<file path="config.mk">
export PLATFORM = sky130hd
export DESIGN_NAME = adsc_ctrl
export DESIGN_NICKNAME = d
export VERILOG_FILES = /design/src/core/adsc_pkg.sv /design/src/core/adsc_range_mem.sv /design/src/core/adsc_dma_seq.sv /design/src/core/adsc_ctrl.sv
export VERILOG_INCLUDE_DIRS = /design/src /design/src/core
export SDC_FILE = /design/constraint.sdc
export NUM_CORES = 1
export LEC_CHECK = 0
export ABC_AREA = 1
export BUFFER_PORTS_ARGS = -buffer_cell sky130_fd_sc_hd__buf_2
export CELL_PAD_IN_SITES_DETAIL_PLACEMENT = 1
export CELL_PAD_IN_SITES_GLOBAL_PLACEMENT = 1
export CORE_MARGIN = 1
export CORE_UTILIZATION = 35
export DETAILED_ROUTE_END_ITERATION = 10
export GPL_ROUTABILITY_DRIVEN = 0
export PLACE_DENSITY_LB_ADDON = 0.1
export SKIP_CTS_REPAIR_TIMING = 1
export SYNTH_ARGS = -nofsm -noshare
export SYNTH_HDL_FRONTEND = slang
export SYNTH_HIERARCHICAL = 1
export SYNTH_SLANG_ARGS = --single-unit
</file>
<file path="constraint.sdc">
create_clock -name ref_clk -period 2 [get_ports ref_clk]
set_clock_uncertainty 0.05 [all_clocks]
set_input_delay 0.4 -clock ref_clk [delete_from_list [all_inputs] [get_ports ref_clk]]
set_output_delay 0.4 -clock ref_clk [all_outputs]
set_load 0.05 [all_outputs]
</file>
<file path="src/core/adsc_regs.svh">
// register offsets, field positions, reset values and counts of the scan controller
// assumes a 4-bit byte offset on the host i/o bus and 8-bit data
`ifndef ADSC_REGS_SVH
`define ADSC_REGS_SVH
`define ADSC_OFF_DATA_LO 4'h0
`define ADSC_OFF_DATA_HI 4'h1
`define ADSC_OFF_SCAN 4'h2
`define ADSC_OFF_DIO_LO 4'h3
`define ADSC_OFF_STATUS 4'h8
`define ADSC_OFF_CTRL 4'h9
`define ADSC_OFF_PACER 4'ha
`define ADSC_OFF_DIO_HI 4'hb
`define ADSC_ST_BUSY 7
`define ADSC_ST_CFG 5
`define ADSC_ST_VALID 4
`define ADSC_CT_IRQ_EN 7
`define ADSC_CT_LVL_HI 6
`define ADSC_CT_LVL_LO 4
`define ADSC_CT_DMA_EN 2
`define ADSC_CT_SRC_HI 1
`define ADSC_CT_SRC_LO 0
`define ADSC_RST_BYTE 8'h00
`define ADSC_LVL_FIRST 3'h2
`define ADSC_DMA_REQS 2'h2
`endif

</file>
<file path="src/core/adsc_pkg.sv">
// types shared by the scan controller files
// no assumptions beyond a systemverilog compiler
package adsc_pkg;
  // conversion sequencer states, gray along idle -> busy
  typedef enum logic [1:0] {
    ADSC_IDLE = 2'b00,
    ADSC_BUSY = 2'b01
  } adsc_state_t;
  // trigger source field codes
  typedef enum logic [1:0] {
    ADSC_SRC_SW0 = 2'b00,
    ADSC_SRC_SW1 = 2'b01,
    ADSC_SRC_EXT = 2'b10,
    ADSC_SRC_PACER = 2'b11
  } adsc_src_t;
endpackage

</file>
<file path="src/core/adsc_range_mem.sv">
// per-channel gain code memory, one write port and one registered read port
// assumes write and read addresses are synchronous to ref_clk
`timescale 1ns/100ps
module adsc_range_mem #(
  parameter int DEPTH = 16,
  parameter int AW = 4,
  parameter int DW = 4
) (
  input wire logic ref_clk,
  input wire logic rst_n,
  input wire logic ce,
  input wire logic wr_en,
  input wire logic [AW-1:0] wr_addr,
  input wire logic [DW-1:0] wr_data,
  input wire logic [AW-1:0] rd_addr,
  output logic [DW-1:0] rd_data_q
);
  // storage, one gain code per channel
  logic [DW-1:0] mem_q [DEPTH];

  // write side: cleared at reset, one entry written per strobe
  always_ff @(posedge ref_clk or negedge rst_n) begin
    if (!rst_n) begin
      for (int i = 0; i < DEPTH; i++) mem_q[i] <= '0;
    end else if (ce && wr_en) begin
      mem_q[wr_addr] <= wr_data;
    end
  end

  // read side: data leave through a register
  always_ff @(posedge ref_clk or negedge rst_n) begin
    if (!rst_n) begin
      rd_data_q <= '0;
    end else if (ce) begin
      rd_data_q <= mem_q[rd_addr];
    end
  end
endmodule

</file>
<file path="src/core/adsc_dma_seq.sv">
// issues a pair of dma requests per completed conversion
// assumes the host acknowledges each request with a one-cycle dma_ack
`timescale 1ns/100ps
`include "adsc_regs.svh"
module adsc_dma_seq (
  input wire logic ref_clk,
  input wire logic rst_n,
  input wire logic ce,
  input wire logic start,
  input wire logic dma_ack,
  output logic dma_req_q
);
  // requests still owed for the current conversion
  logic [1:0] rem_q;
  logic [1:0] rem_d;
  wire ack_take = dma_req_q && dma_ack;

  // a new conversion reloads the pair, each acknowledge uses one
  always_comb begin
    rem_d = rem_q;
    if (start) begin
      rem_d = `ADSC_DMA_REQS;
    end else if (ack_take) begin
      rem_d = rem_q - 2'h1;
    end
  end

  // request drops for one cycle between the two, so each is a fresh edge
  always_ff @(posedge ref_clk or negedge rst_n) begin
    if (!rst_n) begin
      rem_q <= 2'h0;
      dma_req_q <= 1'b0;
    end else if (ce) begin
      rem_q <= rem_d;
      dma_req_q <= (rem_d != 2'h0) && !ack_take;
    end
  end
endmodule

</file>
<file path="src/core/adsc_ctrl.sv">
// register file and scan sequencing of a 12-bit acquisition module on a host i/o bus
// assumes bus strobes, converter handshake, trigger and dma lines are synchronous to ref_clk
`timescale 1ns/100ps
`include "adsc_regs.svh"
// Function
// scan register holds last and first channel
// scan write reloads mux to first channel
// each trigger advances mux channel by one; the code drops a trigger that arrives while busy and leaves the channel
// after last channel mux wraps to first
// gain write stored at scan low nibble
// separate gain code kept per channel
// two 8-bit digital ports, pins and latch
// status write clears only data valid; the code also clears the terminal count flag tc_q
// status bit 7 shows conversion busy
// status bit 5 shows jumper channel configuration
// data valid set on completion until cleared
// data valid with enable raises selected irq
// status low nibble gives next channel
// no enable, no irq; per-conversion irq otherwise
// with dma, irq on terminal count only
// level 2..7 selects irq line, 0,1 none
// dma mode issues two requests per conversion
// trigger source: software, external, pacer
// pacer gate register switches pacer timer
// host waits valid then clears status
// host rewrites scan after range programming
// software mode: write offset 0 starts conversion
// external mode: rising edge starts conversion
// result high byte, low nibble and channel
// result and channel latched together
// irq held until data valid cleared
module adsc_ctrl #(
  parameter int RES_W = 12,
  parameter int CH_W = 4
) (
  input wire logic ref_clk,
  input wire logic rst_n,
  input wire logic ce,
  input wire logic [3:0] io_addr,
  input wire logic io_wr,
  input wire logic io_rd,
  input wire logic [7:0] io_wdata,
  output logic [7:0] io_rdata_q,
  output logic conv_start_q,
  output logic [CH_W-1:0] conv_channel_q,
  output logic [3:0] conv_gain_q,
  input wire logic conv_done,
  input wire logic [RES_W-1:0] conv_result,
  input wire logic ext_trig,
  input wire logic pacer_tick,
  output logic pacer_gate_q,
  input wire logic single_ended_jumper,
  output logic dma_req_q,
  input wire logic dma_ack,
  input wire logic dma_tc,
  output logic [7:2] irq_q,
  input wire logic [15:0] dio_in,
  output logic [15:0] dio_out_q
);
  // host registers
  logic [7:0] scan_q; // last channel high nibble, first low
  logic [7:0] ctrl_q; // operating control
  logic [CH_W-1:0] cur_q; // channel to convert next
  logic [CH_W-1:0] res_ch_q; // channel of the held result
  logic [CH_W-1:0] conv_ch_q; // channel of the running conversion
  logic [RES_W-1:0] res_q; // held result
  logic valid_q; // data valid flag
  logic tc_q; // terminal count seen in dma mode
  logic ext_prev_q; // external trigger last sample
  adsc_pkg::adsc_state_t state_q;
  adsc_pkg::adsc_state_t state_d;

  // write decode
  wire wr_soft = io_wr && (io_addr == `ADSC_OFF_DATA_LO);
  wire wr_range = io_wr && (io_addr == `ADSC_OFF_DATA_HI);
  wire wr_scan = io_wr && (io_addr == `ADSC_OFF_SCAN);
  wire wr_dio_lo = io_wr && (io_addr == `ADSC_OFF_DIO_LO);
  wire wr_status = io_wr && (io_addr == `ADSC_OFF_STATUS);
  wire wr_ctrl = io_wr && (io_addr == `ADSC_OFF_CTRL);
  wire wr_pacer = io_wr && (io_addr == `ADSC_OFF_PACER);
  wire wr_dio_hi = io_wr && (io_addr == `ADSC_OFF_DIO_HI);

  // control fields
  wire irq_enable = ctrl_q[`ADSC_CT_IRQ_EN];
  wire dma_enable = ctrl_q[`ADSC_CT_DMA_EN];
  wire [2:0] lvl = ctrl_q[`ADSC_CT_LVL_HI:`ADSC_CT_LVL_LO];
  wire [1:0] src = ctrl_q[`ADSC_CT_SRC_HI:`ADSC_CT_SRC_LO];
  wire [CH_W-1:0] first_ch = scan_q[3:0];
  wire [CH_W-1:0] last_ch = scan_q[7:4];
  wire busy = (state_q == adsc_pkg::ADSC_BUSY);

  // trigger selection
  wire trig_sw = !src[1] && wr_soft;
  wire trig_ext = (src == adsc_pkg::ADSC_SRC_EXT) && ext_trig && !ext_prev_q;
  wire trig_pacer = (src == adsc_pkg::ADSC_SRC_PACER) && pacer_tick && pacer_gate_q;
  wire trig = trig_sw || trig_ext || trig_pacer;
  // a trigger during a running conversion is dropped
  wire trig_acc = trig && !busy;

  // next mux channel: scan write wins, else step with wrap
  wire [CH_W-1:0] cur_step = (cur_q == last_ch) ? first_ch : cur_q + 1'b1;
  wire [CH_W-1:0] cur_d = wr_scan ? io_wdata[3:0] : (trig_acc ? cur_step : cur_q);

  // status byte: busy, jumper, valid, next channel
  wire [7:0] status_byte = {busy, 1'b0, single_ended_jumper, valid_q, cur_q};

  // read mux, unmapped offsets read zero
  wire [7:0] rd_byte =
    (io_addr == `ADSC_OFF_DATA_LO) ? {res_q[3:0], res_ch_q} :
    (io_addr == `ADSC_OFF_DATA_HI) ? res_q[11:4] :
    (io_addr == `ADSC_OFF_SCAN) ? scan_q :
    (io_addr == `ADSC_OFF_DIO_LO) ? dio_in[7:0] :
    (io_addr == `ADSC_OFF_STATUS) ? status_byte :
    (io_addr == `ADSC_OFF_CTRL) ? ctrl_q :
    (io_addr == `ADSC_OFF_DIO_HI) ? dio_in[15:8] :
    `ADSC_RST_BYTE;

  // interrupt cause by mode
  wire irq_cause = irq_enable && (dma_enable ? tc_q : valid_q);
  wire [7:2] irq_d;
  genvar g;
  generate
    for (g = 2; g < 8; g++) begin : g_irq
      // one line per level, levels below the first select none
      assign irq_d[g] = irq_cause && (lvl == 3'(g));
    end
  endgenerate

  // sequencer: idle until an accepted trigger, busy until completion
  always_comb begin
    state_d = state_q;
    unique case (state_q)
      adsc_pkg::ADSC_IDLE: begin
        if (trig_acc) state_d = adsc_pkg::ADSC_BUSY;
      end
      adsc_pkg::ADSC_BUSY: begin
        if (conv_done) state_d = adsc_pkg::ADSC_IDLE;
      end
      default: state_d = adsc_pkg::ADSC_IDLE;
    endcase
  end

  // sequencer state and start strobe
  always_ff @(posedge ref_clk or negedge rst_n) begin
    if (!rst_n) begin
      state_q <= adsc_pkg::ADSC_IDLE;
      conv_start_q <= 1'b0;
      conv_ch_q <= '0;
    end else if (ce) begin
      state_q <= state_d;
      conv_start_q <= trig_acc;
      if (trig_acc) conv_ch_q <= cur_q;
    end
  end

  // scan register and current channel
  always_ff @(posedge ref_clk or negedge rst_n) begin
    if (!rst_n) begin
      scan_q <= `ADSC_RST_BYTE;
      cur_q <= '0;
    end else if (ce) begin
      if (wr_scan) scan_q <= io_wdata;
      cur_q <= cur_d;
    end
  end

  // channel presented to the converter
  always_ff @(posedge ref_clk or negedge rst_n) begin
    if (!rst_n) begin
      conv_channel_q <= '0;
    end else if (ce) begin
      conv_channel_q <= cur_d;
    end
  end

  // control, pacer gate and digital output latches
  always_ff @(posedge ref_clk or negedge rst_n) begin
    if (!rst_n) begin
      ctrl_q <= `ADSC_RST_BYTE;
      pacer_gate_q <= 1'b0;
      dio_out_q <= '0;
    end else if (ce) begin
      if (wr_ctrl) ctrl_q <= io_wdata;
      if (wr_pacer) pacer_gate_q <= io_wdata[0];
      if (wr_dio_lo) dio_out_q[7:0] <= io_wdata;
      if (wr_dio_hi) dio_out_q[15:8] <= io_wdata;
    end
  end

  // result and its channel latched as one on completion
  always_ff @(posedge ref_clk or negedge rst_n) begin
    if (!rst_n) begin
      res_q <= '0;
      res_ch_q <= '0;
    end else if (ce && conv_done) begin
      res_q <= conv_result;
      res_ch_q <= conv_ch_q;
    end
  end

  // sticky flags: a completion or count in the clearing cycle wins
  always_ff @(posedge ref_clk or negedge rst_n) begin
    if (!rst_n) begin
      valid_q <= 1'b0;
      tc_q <= 1'b0;
    end else if (ce) begin
      valid_q <= conv_done || (valid_q && !wr_status);
      tc_q <= (dma_enable && dma_tc) || (tc_q && !wr_status);
    end
  end

  // external edge detector, read data and interrupt lines
  always_ff @(posedge ref_clk or negedge rst_n) begin
    if (!rst_n) begin
      ext_prev_q <= 1'b0;
      io_rdata_q <= `ADSC_RST_BYTE;
      irq_q <= '0;
    end else if (ce) begin
      ext_prev_q <= ext_trig;
      if (io_rd) io_rdata_q <= rd_byte;
      irq_q <= irq_d;
    end
  end

  // gain memory: written at the scan pointer, read for the channel in use
  adsc_range_mem #(
    .DEPTH(16),
    .AW(CH_W),
    .DW(4)
  ) u_range_mem (
    .ref_clk(ref_clk),
    .rst_n(rst_n),
    .ce(ce),
    .wr_en(wr_range),
    .wr_addr(first_ch),
    .wr_data(io_wdata[3:0]),
    .rd_addr(cur_d),
    .rd_data_q(conv_gain_q)
  );

  // two dma requests per completion while dma is enabled
  adsc_dma_seq u_dma_seq (
    .ref_clk(ref_clk),
    .rst_n(rst_n),
    .ce(ce),
    .start(conv_done && dma_enable),
    .dma_ack(dma_ack),
    .dma_req_q(dma_req_q)
  );
endmodule

</file>
==> flow_summary.yaml <==
setup_path:
  rr_worst_depth: 17
  end_kind: "flip-flop"
  r2r-end: "u_range_mem/rd_data_q[1]$_DFFE_PN0P_"
  crit_top_cell: "nand2_1"
  cp-start-kind: "flip-flop"
  crit_chain: "nand2_1 -> nand2_2 -> nor2_4 -> nand2_2 -> nand2_2 -> nand3_2 -> nand2_4 -> nand2_8 -> clkbuf_16 -> nand2_1 -> nand3_1 -> nand3_1 -> nand2_1 -> nand2_1 -> nand2_1 -> nand2_1 -> nand2_1"
  cp_slowest_cell: "dfrtp_2"
  cpPeakStageDelay_ps: 430
  required_ps: 2260
  critPathKind: "flip-flop to flip-flop"
  reg2reg_from: "conv_channel_q[2]$_DFFE_PN0P_"
  r2r_slack_ps: -40
  crit_path_max_fanout: 11
  critPathArrivalTime_ps: 2300
place:
  hpwl_um: 16900
  pre_cts_ws_ps: -435
  place_inst: 1309
  port_buffers: 91
  dpl_cell_area_um2: 8250
cts:
  clkTransAtPathRegs_ps: 60
  clock_path_buffers: 2
  h-tree-depth: 4
  insertion_delay_ps: 420
  cts_buffers: 17
  cts.sinks: 147
  cts_root_buf: "clkbuf_16"
  cts_tree: "done"
yosys:
  yosysWarnings: 6
  ys.flop_type: "dfrtp_1"
  synth-edff-count: 0
  ys_ff_latch: 147
  yosysSeqAreaShare_pct: 53.0
  syn_area_per_cell_um2: 7.69
  syn_nets: 955
  syn_inst: 903
  synth-async-reset-ratio_pct: 100
  synth_cell_types: 29
  syn_area_um2: 6950
grt:
  antenna_found_initial: 0
  gr-usage-all-layers_pct: 23.8
  grt_pass1_vias: 6629
  grt_overflow: 0
  grt_pass1_wl_um: 36700
  grt_max_degree: 45
finish:
  layout.nets: 1124
  diodes: 0
  drive_gt1_share_pct: 24.2
  stdcell_count: 1350
  fillers: 2421
  fin_area_um2: 9080
  areaGrowthSynthToFinish_pct: 30.7
  utilization_pct: 46.6
power:
  peakVddDrop_mv: 0.708
  power.total_mw: 10.6
  p_leak_nw: 4.69
  p_per_area_nw_per_um2: 1170
sta:
  timing.final.crit_period_ps: 2040
  hold_violations: 0
  fmax_mhz: 490
  drv_slew: 0
  final-setup-viol-count: 3
  min_period_over_period_pct: 102
  layout_setup_ws_ps: -42.0
  rsz0062_at_grt: "yes"
  slew_headroom_pct: 70.3
  worst_pin_slew_ps: 445
  setup_tns_ps: -123
  hold_ws_ps: 119
floorplanning:
  die_h_um: 143
  die_area_um2: 20400
  initial_core_util_pct: 35.7
  ios: 92
  die_w_um: 143
  rows: 51
  core_area_um2: 19500
drt:
  drcViolationCount: 2
  ant_nets: 0
  wl_per_cell_um: 17.2
  vias: 6559
  drt_iter0_drc: 260
  dr.pass1.iters: 7
  routed_wirelength_um: 23200
  via_per_inst: 4.86
job:
  maxCapViolCount: 0
worst_hold_path:
  hold_class: "input port to flip-flop"
  worstHoldStart: "conv_result[1]"
  min_path_cells: 3
  holdPathEnd: "res_q[1]$_DFFE_PN0P_"
status:
  status: "complete, but fails checks"
  violations: "DRC, setup timing"
==> sequential cells by signal (all words and copies together), names as in the netlist, 2 cells and up <==
signal	count
conv_channel_q	4
res_ch_q	4
ctrl_q	8
conv_ch_q	4
dio_out_q	16
u_range_mem/rd_data_q	4
io_rdata_q	8
res_q	12
u_dma_seq/rem_q	2
scan_q	8
irq_q	6
u_range_mem/mem_q	64
==> Yosys cell counts (5+ instances only) <==
cell type / number / area (µm²)
o21ai_1: 12 / 60.1
buf_4: 5 / 37.5
nand2_1: 386 / 1450
o21ai_0: 109 / 546
a21oi_1: 11 / 55.1
nand2_2: 6 / 37.5
nor2_1: 26 / 97.6
inv_1: 71 / 267
buf_2: 8 / 40.0
dfrtp_1: 147 / 3680
nand3_1: 83 / 415
clkbuf_1: 10 / 37.5
==> cells in the final DEF (no fill, tap or decap), drive strengths merged, types with 2 or more instances in the layout <==
cell type  count
a21oi         11
buf          167
clkbuf        26
clkinv         4
clkinvlp       2
dfrtp        147
inv           80
nand2        392
nand3         84
nand4          2
nor2          32
nor3           4
o21ai        121
or2            3
xor2           2
==> final cells by class <==
| cell class | count | area [µm²] | area share, % |
|---|---|---|---|
| sequential | 147 | 3680 | 40.6 |
| tap | 265 | 332 | 3.65 |
| multi-input combinational | 657 | 2980 | 32.8 |
| clock buffer | 23 | 478 | 5.27 |
| timing repair inverter | 2 | 12.5 | 0.138 |
| clock inverter | 9 | 93.8 | 1.03 |
| timing repair buffer | 171 | 1200 | 13.2 |
| inverter | 76 | 298 | 3.28 |
==> metal layers <==
metal,part of all wire [%],vias up,GRT usage [%]
li1,-,3221,-
met3,3.5,17,4.23
met4,0.92,0,4.53
met1,46,3210,31.7
met2,49,111,40.6
met5,0,-,0
==> worst max path at each step <==
stage                                   from                              endpoint  slack (ps)  cells after the start
2_1_floorplan  conv_channel_q[3]$_DFFE_PN0P_  u_range_mem/rd_data_q[2]$_DFFE_PN0P_        -100                     19
3_3_place_gp                      io_addr[0]  u_range_mem/rd_data_q[0]$_DFFE_PN0P_        -380                     18
3_5_place_dp                      io_addr[0]  u_range_mem/rd_data_q[0]$_DFFE_PN0P_        -440                     18
4_1_cts        conv_channel_q[3]$_DFFE_PN0P_  u_range_mem/rd_data_q[1]$_DFFE_PN0P_        -250                     17
5_1_grt                ctrl_q[0]$_DFFE_PN0P_  u_range_mem/rd_data_q[3]$_DFFE_PN0P_        -220                     16
6_report       conv_channel_q[2]$_DFFE_PN0P_  u_range_mem/rd_data_q[1]$_DFFE_PN0P_         -40                     17
==> cell families after synthesis <==
family	synth area share, %
compound gates	9.71
xor+xnor	0.252
fa+ha+maj	0.180
buf+inv	5.76
flops	53.0
simple gates	31.1
==> power breakdown <==
group / leakage, nW / internal [mW] / total (mW) / switching [mW]
Combinational: 2.47 / 1.33 / 3.74 / 2.41
Sequential: 1.94 / 3.38 / 3.71 / 0.324
Clock: 0.275 / 1.83 / 3.14 / 1.31
Total: 4.69 / 6.55 / 10.6 / 4.04
==> critical path: cells and delay by family, from the launching register on <==
| family | cells | cell delay (ps) |
|---|---|---|
| AND/OR/NAND/NOR | 16 | 1230 |
| flip-flops | 1 | 430 |
| buffers and inverters | 1 | 200 |
Power figures use the tool's default switching activity.
